--- config.mk ---
export PLATFORM = sky130hd
export DESIGN_NAME = srhc_ctrl
export DESIGN_NICKNAME = d
export VERILOG_FILES = /design/src/srhc_pkg.sv /design/src/srhc_sync.sv /design/src/srhc_ctrl.sv
export SDC_FILE = /design/constraint.sdc
export NUM_CORES = 1
export LEC_CHECK = 0
export ABC_CLOCK_PERIOD_IN_PS = 4600
export BUFFER_PORTS_ARGS = -buffer_cell sky130_fd_sc_hd__buf_2
export CORE_MARGIN = 10
export CORE_UTILIZATION = 35
export DETAILED_ROUTE_END_ITERATION = 8
export SYNTH_ARGS = -nofsm -noshare
export SYNTH_HDL_FRONTEND = slang
export SYNTH_SLANG_ARGS = --single-unit
--- constraint.sdc ---
create_clock -name i_ref_clk -period 4.6 [get_ports i_ref_clk]
set_input_delay 0.69 -clock i_ref_clk [delete_from_list [all_inputs] [get_ports i_ref_clk]]
set_output_delay 0.69 -clock i_ref_clk [all_outputs]
set_load 0.01 [all_outputs]
--- src/srhc_pkg.sv ---
// Package for the host-side controller of an asynchronous 256K x 16 static memory.
// Assumes a 200 MHz reference clock; all timing counts are derived from it.
package srhc_pkg;

    localparam int ADDR_W = 18;
    localparam int DATA_W = 16;

    // Clock period in picoseconds
    localparam int CLK_PERIOD_PS = 5000;

    // Minimum cycle and pulse times in nanoseconds (slower speed grade)
    localparam int T_CYCLE_NS = 70;
    localparam int T_WRITE_PULSE_NS = 60;
    localparam int T_DATA_SETUP_NS = 30;
    localparam int T_OUT_HIZ_NS = 25;

    // Least times round up to whole clock cycles
    localparam int CYC_CYCLE = (T_CYCLE_NS * 1000 + CLK_PERIOD_PS - 1) / CLK_PERIOD_PS;
    localparam int CYC_WRITE_PULSE = (T_WRITE_PULSE_NS * 1000 + CLK_PERIOD_PS - 1) / CLK_PERIOD_PS;
    localparam int CYC_DATA_SETUP = (T_DATA_SETUP_NS * 1000 + CLK_PERIOD_PS - 1) / CLK_PERIOD_PS;
    localparam int CYC_TURNAROUND = (T_OUT_HIZ_NS * 1000 + CLK_PERIOD_PS - 1) / CLK_PERIOD_PS;

    localparam int CNT_W = 5;

    // Pin levels after reset: all strobes inactive
    localparam logic RST_STROBE_N = 1'h1;
    localparam logic [ADDR_W-1:0] RST_ADDR = 18'h00000;
    localparam logic [DATA_W-1:0] RST_DATA = 16'h0000;

    typedef enum logic [4:0] {
        ST_IDLE = 5'b00001,
        ST_READ = 5'b00010,
        ST_WRITE = 5'b00100,
        ST_RECOVER = 5'b01000,
        ST_RETAIN = 5'b10000
    } srhc_state_t;

endpackage : srhc_pkg

--- src/srhc_sync.sv ---
// Two flip-flop synchroniser for a bus of pin inputs.
// Assumes the inputs are asynchronous to i_ref_clk.
`timescale 1ns/1ps
module srhc_sync #(
    parameter int WIDTH = 16
) (
    // Clock and reset
    input wire logic i_ref_clk,
    input wire logic i_reset,
    // Data
    input wire logic [WIDTH-1:0] i_async,
    output logic [WIDTH-1:0] o_sync
);

    logic [WIDTH-1:0] meta_ff;
    logic [WIDTH-1:0] sync_ff;

    always_ff @(posedge i_ref_clk or posedge i_reset) begin
        if (i_reset) begin
            meta_ff <= '0;
            sync_ff <= '0;
        end else begin
            meta_ff <= i_async;
            sync_ff <= meta_ff;
        end
    end

    assign o_sync = sync_ff;

endmodule : srhc_sync

--- src/srhc_ctrl.sv ---
// Host controller driving an asynchronous 256K x 16 static memory through its pins.
// Assumes the memory sits directly on the pins; read data is synchronised before capture.
`timescale 1ns/1ps
// Overview of operation
// - One shared 16-bit bus; memory drives only during enabled reads.
// - Write window opens at the last falling strobe.
// - Write window closes at first rising strobe; data then is stored.
// - Host holds address stable from before window open until after close; this host loads it on the same edge the strobes fall.
// - Chip-select retention: host holds chip select high; others may float.
// - Byte-select retention: byte selects high, chip select low.
module srhc_ctrl
    import srhc_pkg::*;
#(
    parameter int ADDR_WIDTH = srhc_pkg::ADDR_W,
    parameter int DATA_WIDTH = srhc_pkg::DATA_W
) (
    // Clock and reset
    input wire logic i_ref_clk,
    input wire logic i_reset,
    // User request
    input wire logic i_req_valid,
    input wire logic i_req_write,
    input wire logic [ADDR_WIDTH-1:0] i_req_addr,
    input wire logic [DATA_WIDTH-1:0] i_req_wdata,
    input wire logic [1:0] i_req_byte_en,
    output logic o_req_ready,
    // User response
    output logic o_rsp_valid,
    output logic [DATA_WIDTH-1:0] o_rsp_rdata,
    // Retention control
    input wire logic i_retain_req,
    input wire logic i_retain_by_bytes,
    output logic o_retain_active,
    // Memory pins
    output logic [ADDR_WIDTH-1:0] o_word_address,
    output logic o_chip_select_n,
    output logic o_write_enable_n,
    output logic o_output_enable_n,
    output logic o_lower_byte_select_n,
    output logic o_upper_byte_select_n,
    input wire logic [DATA_WIDTH-1:0] i_shared_data_bus,
    output logic [DATA_WIDTH-1:0] o_shared_data_bus,
    output logic [DATA_WIDTH-1:0] o_shared_data_bus_oe
);
    import srhc_pkg::*;

    ////////////////////////////////////////////////////////////////////////////
    // Sampled data bus

    logic [DATA_WIDTH-1:0] bus_sync;

    srhc_sync #(
        .WIDTH(DATA_WIDTH)
    ) u_sync (
        .i_ref_clk(i_ref_clk),
        .i_reset(i_reset),
        .i_async(i_shared_data_bus),
        .o_sync(bus_sync)
    );

    ////////////////////////////////////////////////////////////////////////////
    // State and counters

    srhc_state_t state_ff;
    srhc_state_t nxt_state;
    logic [CNT_W-1:0] cnt_ff;
    logic [CNT_W-1:0] nxt_cnt;
    logic [ADDR_WIDTH-1:0] addr_ff;
    logic [DATA_WIDTH-1:0] wdata_ff;
    logic [1:0] ben_ff;
    logic retain_bytes_ff;
    logic [DATA_WIDTH-1:0] rdata_ff;
    logic rsp_valid_ff;

    function automatic logic [CNT_W-1:0] cyc(input int n);
        cyc = CNT_W'(n);
    endfunction : cyc

    // Read must span cycle time plus synchroniser latency before capture
    localparam logic [CNT_W-1:0] READ_LAST = CNT_W'(CYC_CYCLE + 2 - 1);
    // Write strobe held low for the whole cycle time; the count starts at zero
    localparam logic [CNT_W-1:0] WRITE_LAST = CNT_W'(CYC_CYCLE - 1);

    always_comb begin
        nxt_state = state_ff;
        nxt_cnt = cnt_ff + cyc(1);
        unique case (state_ff)
            ST_IDLE: begin
                nxt_cnt = '0;
                if (i_retain_req) begin
                    nxt_state = ST_RETAIN;
                end else if (i_req_valid && (i_req_byte_en != 2'h0)) begin
                    nxt_state = i_req_write ? ST_WRITE : ST_READ;
                end
            end
            ST_READ: begin
                if (cnt_ff == READ_LAST) begin
                    nxt_state = ST_RECOVER;
                    nxt_cnt = '0;
                end
            end
            ST_WRITE: begin
                if (cnt_ff == WRITE_LAST) begin
                    nxt_state = ST_RECOVER;
                    nxt_cnt = '0;
                end
            end
            ST_RECOVER: begin
                // Lets the memory release the bus before the next access
                if (cnt_ff == cyc(CYC_TURNAROUND - 1)) begin
                    nxt_state = ST_IDLE;
                    nxt_cnt = '0;
                end
            end
            ST_RETAIN: begin
                nxt_cnt = '0;
                if (!i_retain_req) begin
                    nxt_state = ST_RECOVER;
                end
            end
        endcase
    end

    always_ff @(posedge i_ref_clk or posedge i_reset) begin
        if (i_reset) begin
            state_ff <= ST_IDLE;
            cnt_ff <= '0;
        end else begin
            state_ff <= nxt_state;
            cnt_ff <= nxt_cnt;
        end
    end

    ////////////////////////////////////////////////////////////////////////////
    // Request capture; address held for the whole access

    always_ff @(posedge i_ref_clk or posedge i_reset) begin
        if (i_reset) begin
            addr_ff <= RST_ADDR;
            wdata_ff <= RST_DATA;
            ben_ff <= 2'h0;
            retain_bytes_ff <= 1'h0;
        end else if (state_ff == ST_IDLE) begin
            addr_ff <= i_req_addr;
            wdata_ff <= i_req_wdata;
            ben_ff <= i_req_byte_en;
            retain_bytes_ff <= i_retain_by_bytes;
        end
    end

    ////////////////////////////////////////////////////////////////////////////
    // Pin drive, all from flip-flops

    logic cs_n_ff;
    logic we_n_ff;
    logic oe_n_ff;
    logic lb_n_ff;
    logic ub_n_ff;
    logic drive_ff;

    always_ff @(posedge i_ref_clk or posedge i_reset) begin
        if (i_reset) begin
            cs_n_ff <= RST_STROBE_N;
            we_n_ff <= RST_STROBE_N;
            oe_n_ff <= RST_STROBE_N;
            lb_n_ff <= RST_STROBE_N;
            ub_n_ff <= RST_STROBE_N;
            drive_ff <= 1'h0;
        end else begin
            cs_n_ff <= 1'h1;
            we_n_ff <= 1'h1;
            oe_n_ff <= 1'h1;
            lb_n_ff <= 1'h1;
            ub_n_ff <= 1'h1;
            drive_ff <= 1'h0;
            unique case (nxt_state)
                ST_READ: begin
                    cs_n_ff <= 1'h0;
                    oe_n_ff <= 1'h0;
                    lb_n_ff <= ~((state_ff == ST_IDLE) ? i_req_byte_en[0] : ben_ff[0]);
                    ub_n_ff <= ~((state_ff == ST_IDLE) ? i_req_byte_en[1] : ben_ff[1]);
                end
                ST_WRITE: begin
                    // Window opens on write falling, closes on all strobes rising together
                    cs_n_ff <= 1'h0;
                    we_n_ff <= 1'h0;
                    lb_n_ff <= ~((state_ff == ST_IDLE) ? i_req_byte_en[0] : ben_ff[0]);
                    ub_n_ff <= ~((state_ff == ST_IDLE) ? i_req_byte_en[1] : ben_ff[1]);
                    drive_ff <= 1'h1;
                end
                ST_RECOVER: begin
                    // Data held one more cycle past the window close
                    drive_ff <= (state_ff == ST_WRITE);
                end
                ST_RETAIN: begin
                    // Retention kind is taken on entry and held for the whole stay
                    cs_n_ff <= (state_ff == ST_IDLE) ? ~i_retain_by_bytes : ~retain_bytes_ff;
                end
                ST_IDLE: begin
                end
            endcase
        end
    end

    ////////////////////////////////////////////////////////////////////////////
    // Read capture

    always_ff @(posedge i_ref_clk or posedge i_reset) begin
        if (i_reset) begin
            rdata_ff <= RST_DATA;
            rsp_valid_ff <= 1'h0;
        end else begin
            rsp_valid_ff <= 1'h0;
            if (state_ff == ST_READ && cnt_ff == READ_LAST) begin
                rdata_ff[7:0] <= ben_ff[0] ? bus_sync[7:0] : 8'h00;
                rdata_ff[15:8] <= ben_ff[1] ? bus_sync[15:8] : 8'h00;
                rsp_valid_ff <= 1'h1;
            end
        end
    end

    ////////////////////////////////////////////////////////////////////////////
    // Outputs

    assign o_req_ready = (state_ff == ST_IDLE) && !i_retain_req;
    assign o_rsp_valid = rsp_valid_ff;
    assign o_rsp_rdata = rdata_ff;
    assign o_retain_active = (state_ff == ST_RETAIN);
    assign o_word_address = addr_ff;
    assign o_chip_select_n = cs_n_ff;
    assign o_write_enable_n = we_n_ff;
    assign o_output_enable_n = oe_n_ff;
    assign o_lower_byte_select_n = lb_n_ff;
    assign o_upper_byte_select_n = ub_n_ff;
    assign o_shared_data_bus = wdata_ff;
    // Drive only while write is low or just after; output enable is never low then
    assign o_shared_data_bus_oe = {DATA_WIDTH{drive_ff}};

endmodule : srhc_ctrl

==> results.toml, run 1 <==
[status]
status = "finished, final reports clean"

[worst_setup_path]
end_kind = "primary output"
cp-startpoint = "state_ff[1]$_DFF_PP0_"
arrival_ns = 2.21
reg2reg_from = "cnt_ff[0]$_DFF_PP0_"
crit_path_start_kind = "flip-flop"
crit_path_cell_trace = "nor3_2 > nand3_2 > buf_4 > nor2_1 > buf_2"
cp_max_fo = 28
critPathCapture = "o_req_ready"
worst-path-stages = 5
r2r_cells = 9
crit_family = "simple AND/OR/NAND/NOR gates"
cp.required_ns = 3.91
r2r-end = "drive_ff$_DFF_PP0_"
cpPeakStageDelay_ns = 0.54
critPathKind = "flip-flop to primary output"
worst-path-buf-inv = 2
worst_path_max_delay_cell = "dfrtp_1"
reg2reg_slack_ns = 2.04

[run]
maxCapViolCount = 0

[cells_and_area]
regArea_um2 = 2560
layout_common_cells = "131 x buf_2, 96 x dfrtp_1, 37 x mux2_2"
multi_input_area_um2 = 1210
nFillCells = 998
final_common_cell = "buf_2"
nets = 483
num_antenna_cells = 0
synthToLayoutAreaGrowth_pct = 24.0
drive_gt1_share_pct = 48.2

[timing]
hold_ws_ns = 0.351
tightest_slew_ns = 0.898
slew-limit-headroom_pct = 40.1
rsz0062_at_grt = "false"
clock_skew_ns = 0.0120
period_share_pct = 62.9
hold_violations = 0
fin_tns_setup_ns = 0
maxSlewViolCount = 0
setup_viol = 0
timing.fmax_mhz = 345
min_period_ns = 2.90

[synth]
ys_async_sr_fraction_pct = 100
ys_types = 48
syn_nets = 367
yosys_register_bits = 102
netlist_area_um2 = 3990
synth-edff-count = 0
avgSynthCellArea_um2 = 13.1
ys_warn_count = 0
ys_seq_area_share_pct = 64.1
synth_flop_cell = "dfrtp_1"
syn_inst = 304

[grt]
grt_pass1_wl_um = 14600
grt_max_degree = 75
grt_pass1_vias = 2831
antenna_found_initial = 0
track_usage_pct = 11.2
grt.overflow.total = 0

[power]
p_leak_nw = 2.47
p_per_area_nw_per_um2 = 611
vdd_ir_drop_max_mv = 0.318

[cts]
postCtsSetupBuffers = 0
htree_levels = 3
cts_buffer_depth = 2
cts_hold_buf = 0
clk_pin_slew_ns = 0.08
cts.sinks = 102
cts_tree = "done"
clock_latency_ns = 0.35
cts_buffers = 9
post_cts_resized = 0
clockRootBuffer = "clkbuf_16"

[routing]
drtAntennaViolNets = 0
firstDrtPassIters = 4
routedWlPerCell_um = 16.0
via_per_inst = 4.58
wl_um = 9020
drc_errors = 0
vias = 2587
first_iter_violations = 103

[floorplanning]
start_util_pct = 36.4
die_x_um = 127
core_area_um2 = 11000
die_y_um = 127
dieArea_um2 = 16100
std_cell_rows = 38
io_pins = 132

[min_path]
hold_path.class = "flip-flop to flip-flop"

[placed_design]
post-dp-hpwl_um = 6680
gp_congestion = 0.844
port_buffers = 131
-- power by group --
group | switching [mW] | internal [mW]
clock | 0.356 | 0.379
sequential | 0.180 | 1.15
combinational | 0.503 | 0.460
-- metal layers --
layer  vias to the layer above  share of wire (%)  wire [um]  global-route usage [%]
met5                         -                  0          0                       0
li1                       1244                  -          -                       -
met2                        83                 49       4400                    18.5
met3                         9                8.8        792                    5.41
met4                         0                1.2        108                    3.48
met1                      1251                 41       3720                    12.5
-- how the worst min path moves through the flow --
stage | startpoint | to | slack [ns] | cells past startpoint
after floorplan | u_sync.meta_ff[0]$_DFF_PP0_ | u_sync.o_sync[0]$_DFF_PP0_ | 0.33 | 0
after global placement | u_sync.meta_ff[6]$_DFF_PP0_ | u_sync.o_sync[6]$_DFF_PP0_ | 0.33 | 0
after detailed placement | u_sync.meta_ff[11]$_DFF_PP0_ | u_sync.o_sync[11]$_DFF_PP0_ | 0.34 | 0
after CTS | u_sync.meta_ff[13]$_DFF_PP0_ | u_sync.o_sync[13]$_DFF_PP0_ | 0.35 | 0
after global routing | u_sync.meta_ff[11]$_DFF_PP0_ | u_sync.o_sync[11]$_DFF_PP0_ | 0.36 | 0
final | u_sync.meta_ff[7]$_DFF_PP0_ | u_sync.o_sync[7]$_DFF_PP0_ | 0.35 | 0
-- final cells by class --
class | count | share of cell area, %
Clock inverter | 7 | 1.34
Inverter | 10 | 0.859
Clock buffer | 9 | 4.55
Timing Repair Buffer | 133 | 13.5
Multi-Input combinational cell | 164 | 24.5
Tap cell | 140 | 3.54
Sequential cell | 102 | 51.7
-- flip-flops by register name (all words and copies together), names as in the netlist, 2 cells and up --
register           cells
o_word_address        18
o_rsp_rdata           16
u_sync.o_sync         16
state_ff               5
cnt_ff                 5
o_shared_data_bus     16
ben_ff                 2
u_sync.meta_ff        16
-- stage by stage --
stage / instances / utilization (%) / setup WS, ns / power, mW / instance area, um2
3_5_place_dp: 549 / 42.4 / 2.02 / 2.32 / 4660
4_1_cts: 565 / 45.1 / 1.64 / 3.07 / 4950
3_3_place_gp: 549 / 42.4 / 2.12 / 2.30 / 4660
6_report: 565 / 45.1 / 1.70 / 3.03 / 4950
5_1_grt: 565 / 45.1 / 1.54 / 3.23 / 4950
2_1_floorplan: 304 / - / 1.24 / 2.00 / 3990
-- cells by family (layout without fill, tap and decap cells) --
family / count (synthesis) / count (layout) / share of synthesized area [%]
buffers and inverters: 38 / 159 / 5.67
XOR/XNOR: 4 / 4 / 0.877
AO/OA/AOI/OAI: 24 / 24 / 5.23
adder cells (fa/ha/maj): 5 / 5 / 1.57
multiplexers: 37 / 37 / 10.4
AND/OR/NAND/NOR: 94 / 94 / 12.1
flip-flops: 102 / 102 / 64.1
-- synthesized netlist by cell type (2+ instances only) --
| master | number | area, um2 |
|---|---|---|
| ha_1 | 5 | 62.6 |
| buf_4 | 18 | 135 |
| buf_2 | 5 | 25.0 |
| o21ai_0 | 3 | 15.0 |
| clkbuf_1 | 4 | 15.0 |
| o21a_1 | 4 | 30.0 |
| nor3_1 | 2 | 10.0 |
| dfrtp_1 | 96 | 2400 |
| inv_1 | 9 | 33.8 |
| xnor2_1 | 3 | 26.3 |
| and3_1 | 2 | 12.5 |
| o211ai_1 | 2 | 15.0 |
| nor2_1 | 12 | 45.0 |
| nor4_1 | 2 | 12.5 |
| dfstp_2 | 6 | 158 |
| mux2_2 | 37 | 417 |
| nand2b_1 | 3 | 18.8 |
| nand2_1 | 36 | 135 |
| nand4b_1 | 3 | 26.3 |
| a21oi_1 | 3 | 15.0 |
| nand3_1 | 22 | 110 |
Power figures use the tool's default switching activity.
==> inputs of run 2 (changes only) <==
Settings changed: ABC_CLOCK_PERIOD_IN_PS 4600 to 2500.
Clock period 4.6 ns to 2.5 ns, I/O delays scaled along.
==> run 2 against run 1 <==
Net effect: worst hold slack lost 0.35 ns; final area grew 0.99%; clock-buffer cell count increased by 1; combinational power increased by 87%; first-iteration DRC count increased by 15%; largest power group unchanged; non-clock buffer count up 4; critical endpoint is now drive_ff$_DFF_PP0_; highest routed layer unchanged.
==> results.toml, run 2 (synthesis gave the netlist of run 1 again) <==
[cells_and_area]
final_common_cell = "buf_2"
largest_reg_flops = 18
nFillCells = 1002
nets = 487
num_antenna_cells = 0
synthToLayoutAreaGrowth_pct = 25.2
drive_gt1_share_pct = 48.7
layout_common_cells = "131 x buf_2, 96 x dfrtp_1, 37 x mux2_2"

[placed_design]
port_buffers = 131
gp_congestion = 0.813
post-dp-hpwl_um = 6750
pre_cts_ws_ns = 0.153

[grt]
track_usage_pct = 11.0
grt.overflow.total = 0
antenna_found_initial = 0
grt_pass1_wl_um = 14800
grt_pass1_vias = 2962
grt_max_degree = 41

[timing]
setup_viol = 0
maxSlewViolCount = 0
clock_skew_ns = 0.00767
slew-limit-headroom_pct = 55.9
hold_violations = 0
fin_tns_setup_ns = 0
timing.fmax_mhz = 428
period_share_pct = 93.5
tightest_slew_ns = 0.653
finalWorstSetupSlack_ns = 0.162
min_period_ns = 2.34
rsz0062_at_grt = "false"

[routing]
routedWlPerCell_um = 15.5
drtAntennaViolNets = 0
firstDrtPassIters = 6
wl_um = 8830
drc_errors = 0
vias = 2659
via_per_inst = 4.67
first_iter_violations = 118

[floorplanning]
core_area_um2 = 11000
die_y_um = 127
io_pins = 132
start_util_pct = 36.4
die_x_um = 127
std_cell_rows = 38
dieArea_um2 = 16100

[cts]
cts_hold_buf = 0
postCtsSetupBuffers = 0
clock_latency_ns = 0.33
clockRootBuffer = "clkbuf_16"
cts_buffers = 9
post_cts_resized = 0
clk_pin_slew_ns = 0.07
cts_buffer_depth = 2
cts.sinks = 102
htree_levels = 3
cts_tree = "done"

[worst_setup_path]
critPathKind = "flip-flop to flip-flop"
crit_top_cell = "ha_1"
arrival_ns = 2.61
reg2reg_slack_ns = 0.16
cpPeakStageDelay_ns = 0.42
r2r_cells = 9
cp_max_fo = 18
end_kind = "flip-flop"
crit_path_start_kind = "flip-flop"
worst_path_max_delay_cell = "dfrtp_1"
crit_path_cell_trace = "ha_1 > and3_1 > ha_1 > nand4_4 > inv_4 > o41ai_1 > o22ai_2 > nor3_4 > a21o_1"
cp.required_ns = 2.77

[min_path]
hold_path.class = "primary input to asynchronous set/reset pin"

[power]
p_per_area_nw_per_um2 = 1110
p_leak_nw = 2.49
vdd_ir_drop_max_mv = 0.480

[status]
status = "finished, final reports clean"

[run]
maxCapViolCount = 0
-- run 2: cell types whose count changed in the layout (fill, tap and decap cells not counted), sizes merged --
cell	change
clkinvlp	+1
clkbuf	+1
clkinv	-1
inv	-1
buf	+4
-- run 2: critical path, delay by kind of cell (launching register included) --
| family | cells | cell delay [ns] |
|---|---|---|
| fa+ha+maj | 2 | 0.48 |
| simple gates | 3 | 0.56 |
| compound gates | 3 | 0.72 |
| buf+inv | 1 | 0.10 |
| flops | 1 | 0.42 |
-- run 2: final timing paths --
check                                       startpoint                          endpoint
max                                cnt_ff[0]$_DFF_PP0_                drive_ff$_DFF_PP0_
min in group i_ref_clk            i_shared_data_bus[8]       u_sync.meta_ff[8]$_DFF_PP0_
min                                            i_reset  o_shared_data_bus[1]$_DFFE_PP0N_
max in group asynchronous                      i_reset        o_write_enable_n$_DFF_PP1_
max reg2reg                        cnt_ff[0]$_DFF_PP0_                drive_ff$_DFF_PP0_
min reg2reg                u_sync.meta_ff[5]$_DFF_PP0_        u_sync.o_sync[5]$_DFF_PP0_
-- run 2: per-layer routing --
| metal | vias up | GRT usage [%] | part of all wire, % |
|---|---|---|---|
| li1 | 1255 | - | - |
| met1 | 1302 | 12.0 | 39 |
| met3 | 8 | 5.25 | 9.3 |
| met5 | - | 0 | 0 |
| met4 | 0 | 2.75 | 1.0 |
| met2 | 94 | 19.0 | 51 |
-- run 2: cell type report --
| class | instances | area [um2] | area share [%] |
|---|---|---|---|
| Sequential cell | 102 | 2560 | 51.2 |
| Multi-Input combinational cell | 164 | 1210 | 24.2 |
| Tap cell | 140 | 175 | 3.50 |
| Clock inverter | 6 | 53.8 | 1.08 |
| Timing Repair Buffer | 137 | 717 | 14.3 |
| Clock buffer | 10 | 239 | 4.78 |
| Inverter | 10 | 43.8 | 0.876 |
-- run 2: power breakdown --
| group | switching, mW | internal (mW) | total [mW] | leakage [nW] |
|---|---|---|---|---|
| sequential | 0.323 | 2.11 | 2.43 | 1.24 |
| combinational | 0.939 | 0.858 | 1.80 | 1.12 |
| clock | 0.621 | 0.720 | 1.34 | 0.142 |
| total | 1.88 | 3.69 | 5.57 | 2.49 |
-- run 2: metrics by stage --
step	power (mW)	hold WS (ns)	utilization, %	instances	cell area, um2
floorplan	3.68	0.331	-	304	4000
global placement	4.25	0.332	42.8	553	4700
detailed placement	4.30	0.335	42.8	553	4700
CTS	5.68	0.0102	45.5	569	5000
global route	5.97	0.0160	45.5	569	5000
finish	5.57	0.00498	45.5	569	5000
